--- config.mk ---
export PLATFORM = sky130hd
export DESIGN_NAME = rsc_reset_source_controller
export DESIGN_NICKNAME = d
export VERILOG_FILES = /design/src/hdl/rsc_pkg.sv /design/src/hdl/rsc_mcd_if.sv /design/src/hdl/rsc_clock_loss.sv /design/src/hdl/rsc_reset_source_controller.sv
export VERILOG_INCLUDE_DIRS = /design/src /design/src/hdl
export SDC_FILE = /design/constraint.sdc
export NUM_CORES = 1
export LEC_CHECK = 0
export BUFFER_PORTS_ARGS = -buffer_cell sky130_fd_sc_hd__clkbuf_2
export CAP_MARGIN = 30
export CELL_PAD_IN_SITES_DETAIL_PLACEMENT = 0
export CELL_PAD_IN_SITES_GLOBAL_PLACEMENT = 1
export CORE_MARGIN = 5
export CORE_UTILIZATION = 39
export DETAILED_ROUTE_END_ITERATION = 8
export MAX_ROUTING_LAYER = met4
export PLACE_DENSITY = 0.84
export SKIP_LAST_GASP = 1
export SLEW_MARGIN = 10
export SYNTH_ARGS = -nofsm -noshare
export SYNTH_HDL_FRONTEND = slang
export SYNTH_SLANG_ARGS = --single-unit
--- constraint.sdc ---
create_clock -name core_clk -period 3.6 [get_ports core_clk]
set_clock_uncertainty 0.15 [all_clocks]
set_input_delay 0 -clock core_clk [delete_from_list [all_inputs] [get_ports core_clk]]
set_output_delay 0 -clock core_clk [all_outputs]
set_load 0.01 [all_outputs]
--- src/hdl/rsc_consts.svh ---
// constants of the reset source controller: offsets, bits, reset values, timing
`ifndef RSC_CONSTS_SVH
`define RSC_CONSTS_SVH

// ----------------------------------------
// register map
// ----------------------------------------
`define RSC_REG_CAUSE       8'hEF
`define RSC_FLAGS_RESET     7'h02
`define RSC_ENABLES_RESET   3'h2

// ----------------------------------------
// bit positions in the cause register
// ----------------------------------------
`define RSC_BIT_PIN         0
`define RSC_BIT_POR         1
`define RSC_BIT_MCD         2
`define RSC_BIT_WDT         3
`define RSC_BIT_SW          4
`define RSC_BIT_CMP         5
`define RSC_BIT_FLASH       6

// ----------------------------------------
// addresses
// ----------------------------------------
`define RSC_FLASH_TOP       16'h3DFF
`define RSC_RESTART_ADDR    16'h0000

// ----------------------------------------
// timing
// ----------------------------------------
`define RSC_CLK_PERIOD_NS   50
`define RSC_MCD_TIME_NS     100000
`define RSC_MCD_CYCLES      ((`RSC_MCD_TIME_NS + `RSC_CLK_PERIOD_NS - 1) / `RSC_CLK_PERIOD_NS)
`define RSC_WDT_DIV         12
`define RSC_HOLD_CYCLES     4

`endif

--- src/hdl/rsc_pkg.sv ---
// types shared by the reset source controller
package rsc_pkg;
    typedef enum logic [0:0] {
        ST_HOLD,
        ST_RUN
    } rsc_state_t;

    typedef logic [6:0] rsc_cause_t;
    typedef logic [7:0] rsc_byte_t;
    typedef logic [15:0] rsc_addr_t;
endpackage : rsc_pkg

--- src/hdl/rsc_mcd_if.sv ---
// carrier between the controller and its clock-loss detector
`timescale 1ns/10ps
interface rsc_mcd_if;
    logic enable;
    logic beat;
    logic timeout;

    modport ctl (output enable, output beat, input timeout);
    modport det (input enable, input beat, output timeout);
endinterface : rsc_mcd_if

--- src/hdl/rsc_clock_loss.sv ---
// clock-loss detector: one-shot that times out when the clock heartbeat stops
`timescale 1ns/10ps
`include "rsc_consts.svh"
module rsc_clock_loss #(
    parameter int unsigned MCD_CYCLES = `RSC_MCD_CYCLES
) (
    input wire logic core_clk,
    input wire logic reset_n,
    rsc_mcd_if.det   mcd
);
    import rsc_pkg::*;

    localparam int unsigned CW = $clog2(MCD_CYCLES + 1);

    logic          s1_q, s1_d;
    logic          s2_q, s2_d;
    logic          s3_q, s3_d;
    logic [CW-1:0] cnt_q, cnt_d;
    logic          to_q, to_d;

    // ----------------------------------------
    // heartbeat sync and one-shot
    // ----------------------------------------
    always_comb begin
        s1_d  = mcd.beat;
        s2_d  = s1_q;
        s3_d  = s2_q;
        cnt_d = cnt_q;
        to_d  = 1'b0;
        // any heartbeat edge retriggers the one-shot
        if (!mcd.enable || (s2_q != s3_q)) begin
            cnt_d = '0;
        end else if (cnt_q < CW'(MCD_CYCLES)) begin
            cnt_d = cnt_q + CW'(1);
        end else begin
            to_d = 1'b1;
        end
    end

    always_ff @(posedge core_clk or negedge reset_n) begin
        if (!reset_n) begin
            s1_q  <= 1'b0;
            s2_q  <= 1'b0;
            s3_q  <= 1'b0;
            cnt_q <= '0;
            to_q  <= 1'b0;
        end else begin
            s1_q  <= s1_d;
            s2_q  <= s2_d;
            s3_q  <= s3_d;
            cnt_q <= cnt_d;
            to_q  <= to_d;
        end
    end

    assign mcd.timeout = to_q;
endmodule : rsc_clock_loss

--- src/hdl/rsc_reset_source_controller.sv ---
// reset source controller: gathers reset sources, holds reset, records cause
//
// The strobed register port is this design's own decision.
`timescale 1ns/10ps
`include "rsc_consts.svh"
// What this block does
// - low on reset pin resets device; pin flag bit 0 reads one afterwards
// - enabled clock-loss detector resets when clock stalls beyond 100 us
// - bit 2 reads clock-loss cause; writing it enables or disables detector
// - resets other than power and supply leave the reset pin undriven
// - after bit 5 write, comparator low output (pos below neg) resets device
// - bit 5 reads one only when comparator caused the last reset
// - after any reset watchdog runs, clocked by system clock over 12
// - flash-enabled xdata write above 0x3DFF resets device
// - code read above 0x3DFF resets device
// - branch or fetch above 0x3DFF resets device
// - flash access refused by security resets device
// - bit 6 reads one after flash-error reset; read only
// - writing one to bit 4 forces reset; bit 4 reads one afterwards
// - writing one to bit 1 selects the supply monitor as reset source
// - bit 1 reads one after power-on or supply reset; others undefined then
// - every reset other than power-on or supply clears the power-on flag
// - leaving reset restarts execution at address 0x0000
module rsc_reset_source_controller #(
    parameter int unsigned HOLD_CYCLES = `RSC_HOLD_CYCLES,
    parameter int unsigned MCD_CYCLES  = `RSC_MCD_CYCLES
) (
    input  wire logic         core_clk,
    input  wire logic         reset_n,
    input  wire rsc_pkg::rsc_byte_t reg_addr,
    input  wire rsc_pkg::rsc_byte_t reg_wdata,
    input  wire logic         reg_wr,
    input  wire logic         reg_rd,
    output rsc_pkg::rsc_byte_t reg_rdata,
    input  wire logic         rst_pin_in,
    output logic              rst_pin_out,
    output logic              rst_pin_oe_n,
    input  wire logic         system_clock_beat,
    input  wire logic         comparator_out,
    input  wire logic         supply_ok,
    input  wire logic         watchdog_overflow,
    input  wire logic         watchdog_disable,
    input  wire logic         flash_write_enable,
    input  wire logic         xdata_move_instr,
    input  wire rsc_pkg::rsc_addr_t xdata_addr,
    input  wire logic         code_read_instr,
    input  wire rsc_pkg::rsc_addr_t code_addr,
    input  wire logic         fetch_valid,
    input  wire rsc_pkg::rsc_addr_t fetch_addr,
    input  wire logic         flash_refused,
    output logic              sys_reset_n,
    output logic              pc_restart,
    output rsc_pkg::rsc_addr_t restart_addr,
    output logic              watchdog_function_en,
    output logic              watchdog_tick
);
    import rsc_pkg::*;

    localparam int unsigned HW = $clog2(HOLD_CYCLES + 1);
    localparam logic [2:0]  EN_RST = `RSC_ENABLES_RESET; // clock loss, supply select, comparator

    rsc_mcd_if mcd ();

    rsc_clock_loss #(
        .MCD_CYCLES (MCD_CYCLES)
    ) u_clock_loss (
        .core_clk (core_clk),
        .reset_n  (reset_n),
        .mcd      (mcd)
    );

    // ----------------------------------------
    // pin synchronisers
    // ----------------------------------------
    // pin, comparator and supply level come from outside the clock domain
    logic [2:0] sa_q, sa_d;
    logic [2:0] sb_q, sb_d;
    logic       pin_s, cmp_s, vdd_s;

    always_comb begin
        sa_d = {supply_ok, comparator_out, rst_pin_in};
        sb_d = sa_q;
    end

    always_ff @(posedge core_clk or negedge reset_n) begin
        if (!reset_n) begin
            sa_q <= 3'h7;
            sb_q <= 3'h7;
        end else begin
            sa_q <= sa_d;
            sb_q <= sb_d;
        end
    end

    assign pin_s = sb_q[0];
    assign cmp_s = sb_q[1];
    assign vdd_s = sb_q[2];

    // ----------------------------------------
    // reset sources
    // ----------------------------------------
    rsc_state_t    st_q, st_d;
    rsc_cause_t    pend_q, pend_d;
    rsc_cause_t    flags_q, flags_d;
    logic [HW-1:0] hold_q, hold_d;
    logic          mcd_en_q, mcd_en_d;
    logic          cmp_en_q, cmp_en_d;
    logic          vdd_sel_q, vdd_sel_d;
    logic          srst_n_q, srst_n_d;
    logic          oe_n_q, oe_n_d;
    logic          restart_q, restart_d;
    logic          wdt_run_q, wdt_run_d;
    logic [1:0]    own_q, own_d; // own pin drive, seen two syncs late, must not self-trigger
    logic [3:0]    wdt_div_q, wdt_div_d;
    logic          wdt_tick_q, wdt_tick_d;
    rsc_cause_t    src;
    logic          sel_wr;
    logic          flash_fault;

    assign sel_wr = reg_wr && (reg_addr == `RSC_REG_CAUSE);

    always_comb begin
        flash_fault = 1'b0;
        if (flash_write_enable && xdata_move_instr && (xdata_addr > `RSC_FLASH_TOP)) begin
            flash_fault = 1'b1;
        end
        if (code_read_instr && (code_addr > `RSC_FLASH_TOP)) begin
            flash_fault = 1'b1;
        end
        if (fetch_valid && (fetch_addr > `RSC_FLASH_TOP)) begin
            flash_fault = 1'b1;
        end
        if (flash_refused) begin
            flash_fault = 1'b1;
        end
    end

    always_comb begin
        src = '0;
        src[`RSC_BIT_PIN]   = !pin_s && (own_q == 2'h0);
        src[`RSC_BIT_POR]   = vdd_sel_q && !vdd_s;
        src[`RSC_BIT_MCD]   = mcd.timeout;
        src[`RSC_BIT_WDT]   = watchdog_overflow;
        src[`RSC_BIT_SW]    = (st_q == ST_RUN) && sel_wr && reg_wdata[`RSC_BIT_SW];
        src[`RSC_BIT_CMP]   = cmp_en_q && !cmp_s;
        src[`RSC_BIT_FLASH] = flash_fault;
    end

    // ----------------------------------------
    // sequencer and control bits
    // ----------------------------------------
    always_comb begin
        st_d      = st_q;
        pend_d    = pend_q;
        flags_d   = flags_q;
        hold_d    = hold_q;
        mcd_en_d  = mcd_en_q;
        cmp_en_d  = cmp_en_q;
        vdd_sel_d = vdd_sel_q;
        restart_d = 1'b0;
        wdt_run_d = wdt_run_q;
        own_d     = {own_q[0], !oe_n_q};
        case (st_q)
            ST_RUN: begin
                if (|src) begin
                    // reset is the OR of all enabled sources
                    st_d     = ST_HOLD;
                    pend_d   = src;
                    hold_d   = HW'(HOLD_CYCLES);
                    mcd_en_d = 1'b0;
                    cmp_en_d = 1'b0;
                end else if (sel_wr) begin
                    mcd_en_d  = reg_wdata[`RSC_BIT_MCD];
                    cmp_en_d  = reg_wdata[`RSC_BIT_CMP];
                    vdd_sel_d = reg_wdata[`RSC_BIT_POR];
                end
                if (watchdog_disable) begin
                    wdt_run_d = 1'b0;
                end
            end
            ST_HOLD: begin
                pend_d = pend_q | src;
                if (hold_q != '0) begin
                    hold_d = hold_q - HW'(1);
                end else if (src == '0) begin
                    // flags are replaced, so power-on flag drops on other causes
                    flags_d   = pend_q;
                    pend_d    = '0;
                    st_d      = ST_RUN;
                    restart_d = 1'b1;
                    wdt_run_d = 1'b1;
                end
            end
            default: begin
                st_d = ST_HOLD;
            end
        endcase
        srst_n_d = (st_d == ST_RUN);
        // only power-on and supply faults pull the pin, let go once hold ends with supply good
        oe_n_d   = !((st_d == ST_HOLD) && pend_d[`RSC_BIT_POR] &&
                     ((hold_d != '0) || !vdd_s));
    end

    always_ff @(posedge core_clk or negedge reset_n) begin
        if (!reset_n) begin
            st_q      <= ST_HOLD;
            pend_q    <= `RSC_FLAGS_RESET;
            flags_q   <= `RSC_FLAGS_RESET;
            hold_q    <= HW'(HOLD_CYCLES);
            mcd_en_q  <= EN_RST[0];
            cmp_en_q  <= EN_RST[2];
            vdd_sel_q <= EN_RST[1];
            srst_n_q  <= 1'b0;
            oe_n_q    <= 1'b0;
            restart_q <= 1'b0;
            wdt_run_q <= 1'b0;
            own_q     <= 2'h3;
        end else begin
            st_q      <= st_d;
            pend_q    <= pend_d;
            flags_q   <= flags_d;
            hold_q    <= hold_d;
            mcd_en_q  <= mcd_en_d;
            cmp_en_q  <= cmp_en_d;
            vdd_sel_q <= vdd_sel_d;
            srst_n_q  <= srst_n_d;
            oe_n_q    <= oe_n_d;
            restart_q <= restart_d;
            wdt_run_q <= wdt_run_d;
            own_q     <= own_d;
        end
    end

    assign mcd.enable = mcd_en_q;
    assign mcd.beat   = system_clock_beat;

    // ----------------------------------------
    // watchdog clock divider
    // ----------------------------------------
    always_comb begin
        wdt_div_d  = '0;
        wdt_tick_d = 1'b0;
        if ((st_q == ST_RUN) && wdt_run_q) begin
            if (wdt_div_q == 4'(`RSC_WDT_DIV - 1)) begin
                wdt_tick_d = 1'b1;
            end else begin
                wdt_div_d = wdt_div_q + 4'h1;
            end
        end
    end

    always_ff @(posedge core_clk or negedge reset_n) begin
        if (!reset_n) begin
            wdt_div_q  <= 4'h0;
            wdt_tick_q <= 1'b0;
        end else begin
            wdt_div_q  <= wdt_div_d;
            wdt_tick_q <= wdt_tick_d;
        end
    end

    // ----------------------------------------
    // register readback
    // ----------------------------------------
    rsc_byte_t rdata_q, rdata_d;

    always_comb begin
        rdata_d = 8'h00;
        if (reg_rd && (reg_addr == `RSC_REG_CAUSE)) begin
            // unused bit 7 reads zero; writes to flag-only bits are dropped
            rdata_d = {1'b0, flags_q};
        end
    end

    always_ff @(posedge core_clk or negedge reset_n) begin
        if (!reset_n) begin
            rdata_q <= 8'h00;
        end else begin
            rdata_q <= rdata_d;
        end
    end

    assign reg_rdata            = rdata_q;
    assign rst_pin_out          = 1'b0;
    assign rst_pin_oe_n         = oe_n_q;
    assign sys_reset_n          = srst_n_q;
    assign pc_restart           = restart_q;
    assign restart_addr         = `RSC_RESTART_ADDR;
    assign watchdog_function_en = wdt_run_q;
    assign watchdog_tick        = wdt_tick_q;
endmodule : rsc_reset_source_controller

==> results.sh <==
export IMPL_run_status="completed"
export IMPL_fillers=638
export IMPL_required_ns=3.66
export IMPL_grt_overflow=0
export IMPL_drt_vias_per_instance=4.57
export IMPL_ys_flop_type="dfrtp_1"
export IMPL_rr_endpoint="flags_q[5]"
export IMPL_fin_tns_setup_ns=0
export IMPL_gp_congestion=0.801
export IMPL_areaGrowthSynthToFinish_pct=25.4
export IMPL_die_x_um=93.5
export IMPL_vdd_drop_max_mv=0.337
export IMPL_end_kind="flop"
export IMPL_p_total_mw=1.82
export IMPL_async_flop_share=1.00
export IMPL_start_util=0.400
export IMPL_period_needed_ns=2.26
export IMPL_p_leak_nw=1.62
export IMPL_reg2reg_slack_ns=1.34
export IMPL_report_final_hold_viol_count=0
export IMPL_setup_ws_ns=1.34
export IMPL_netlist_area_um2=2720
export IMPL_core_um2=6790
export IMPL_max_freq_mhz=442
export IMPL_grt_pass1_wl_um=8510
export IMPL_yosysWarnings=0
export IMPL_setup_violations_final=0
export IMPL_mostFrequentLayoutCells="59 x clkbuf_2, 47 x dfrtp_1, 23 x nor2_1"
export IMPL_maxSlewViolCount=0
export IMPL_rows=30
export IMPL_diodes=0
export IMPL_first_pass_iters=4
export IMPL_worstHoldStart="reg_addr[0]"
export IMPL_grt_max_degree=31
export IMPL_drive_gt1_frac=0.335
export IMPL_cts_root_buf="clkbuf_8"
export IMPL_cp_max_fo=10
export IMPL_grt_pass1_vias=1853
export IMPL_syn_avg_cell_area_um2=11.2
export IMPL_drt_iter0_drc=60
export IMPL_r2r_start="hold_q[0]"
export IMPL_htreeDepth=3
export IMPL_numCtsBuffers=9
export IMPL_synth_edf_count=0
export IMPL_ys_types=52
export IMPL_r2r_cells=6
export IMPL_min_period_over_period=0.628
export IMPL_syn_inst=242
export IMPL_clockBufferDepth=2
export IMPL_clock_latency_ns=0.33
export IMPL_clkTransAtPathRegs_ns=0.07
export IMPL_powerDensity_nw_per_um2=533
export IMPL_synth_top_cell_by_area="dfrtp_1"
export IMPL_critPathKind="flop to flop"
export IMPL_grt_setup_unrepaired="false"
export IMPL_utilization=0.502
export IMPL_postRouteAntennaNets=0
export IMPL_grtUsageTotal=0.131
export IMPL_routed_wl_um=5160
export IMPL_critPathLaunchType="flop"
export IMPL_max_cap_violations=0
export IMPL_dieArea_um2=8740
export IMPL_ys_seq_area_frac=0.549
export IMPL_drc_errors=0
export IMPL_synth_top_area_share=0.433
export IMPL_dpl_hpwl_um=3800
export IMPL_port_buffers=59
export IMPL_relSlewSlack=0.529
export IMPL_crit_arrival_ns=2.33
export IMPL_place_ws_ns=1.36
export IMPL_ys_ff_latch=59
export IMPL_ios=109
export IMPL_antenna_found_initial=0
export IMPL_cts_tree="built"
export IMPL_final_nets=403
export IMPL_die_height_um=93.5
export IMPL_wire_per_inst_um=12.3
export IMPL_hp_class="input port to flop"
export IMPL_via_count=1925
export IMPL_clock_sinks=59
export IMPL_hold_depth=4
export IMPL_min_to="reg_rdata[1]"
export IMPL_synth_area_top_cells="dfrtp_1 43%, dfstp_2 12%, buf_4 5.0%"
export IMPL_worst_pin_slew_ns=0.707
export IMPL_post_cts_buffers=0
export IMPL_layout_commonest_cell="clkbuf_2"
how the worst max path moves through the flow:
stage | start | endpoint | depth (start not counted)
after floorplan | hold_q[0] | flags_q[0] | 7
final | hold_q[0] | flags_q[5] | 6
after CTS | hold_q[0] | flags_q[5] | 6
after global routing | hold_q[0] | flags_q[5] | 6
after detailed placement | hold_q[0] | flags_q[5] | 6
after global placement | hold_q[0] | flags_q[3] | 6
state kept, by name, indices dropped and copies added (netlist names), 2 cells and up:
signal,cells
pend_q,7
sa_q,3
own_q,2
flags_q,7
reg_rdata,7
wdt_div_q,4
hold_q,3
u_clock_loss.cnt_q,11
sb_q,3
per-stage QoR:
stage	area, µm²	hold WS, ns	cells
after floorplan	2780	-0.446	259
after global placement	3050	-0.0632	392
after detailed placement	3050	-0.0611	392
after CTS	3410	0.0401	421
after global routing	3410	0.0785	421
final	3410	0.0554	421
layout make-up:
| type | instances | area, µm² | share of cell area |
|---|---|---|---|
| Clock buffer | 12 | 155 | 0.0455 |
| Clock inverter | 4 | 72.6 | 0.0213 |
| Multi-Input combinational cell | 167 | 1100 | 0.323 |
| Sequential cell | 59 | 1490 | 0.437 |
| Timing Repair Buffer | 73 | 433 | 0.127 |
| Tap cell | 96 | 120 | 0.0352 |
| Inverter | 10 | 37.5 | 0.0110 |
power by group:
| part | switching, mW | total [mW] | internal, mW |
|---|---|---|---|
| Sequential | 0.0556 | 0.826 | 0.771 |
| Combinational | 0.161 | 0.318 | 0.157 |
| Clock | 0.248 | 0.674 | 0.426 |
| Total | 0.464 | 1.82 | 1.35 |
cell families after synthesis:
kind of cell / share of synthesized area
AND/OR/NAND/NOR: 0.177
flip-flops: 0.549
AO/OA/AOI/OAI: 0.0948
buffers and inverters: 0.0704
XOR/XNOR: 0.0354
multiplexers: 0.0538
adder cells (fa/ha/maj): 0.0184
other: 0.00138
cell usage after synthesis, drive strengths merged, types with 2 or more instances:
library cell,count
nand4,5
clkbuf,5
nor3,6
xor2,8
a32o,2
mux2,8
nand2,20
mux2i,3
and2,7
o21ai,9
nor2b,2
or2b,2
a311oi,5
nand3,7
xnor2,3
nor3b,2
or3,2
inv,10
a21oi,4
dfrtp,47
a31o,2
ha,4
dfstp,12
buf,18
nor2,25
and3,3
a41oi,2
worst max-delay path, cell delays in order (launching register included):
cell and delay (ns):
dfrtp_1 0.39, inv_1 0.13, ha_1 0.21, nand2b_1 0.19, or4_4 0.51, nor2_8 0.23
mux2_4 0.32
repair_timing:
item | in CTS | in global routing
endpoints found under the hold margin | 46 | 0
hold buffers | 13 | 0
gates resized for setup | 0 | 0
endpoints found under the setup margin | 0 | 0
per-layer routing:
layer  routed length [µm]  GRT usage  vias up
li1                     -          -      966
met1                 2290      0.153      912
met2                 2510      0.201       41
met3                  259     0.0491        6
met4                   96     0.0598        0
met5                    0          -        -
Note: power is estimated with default switching activity, not from simulation.
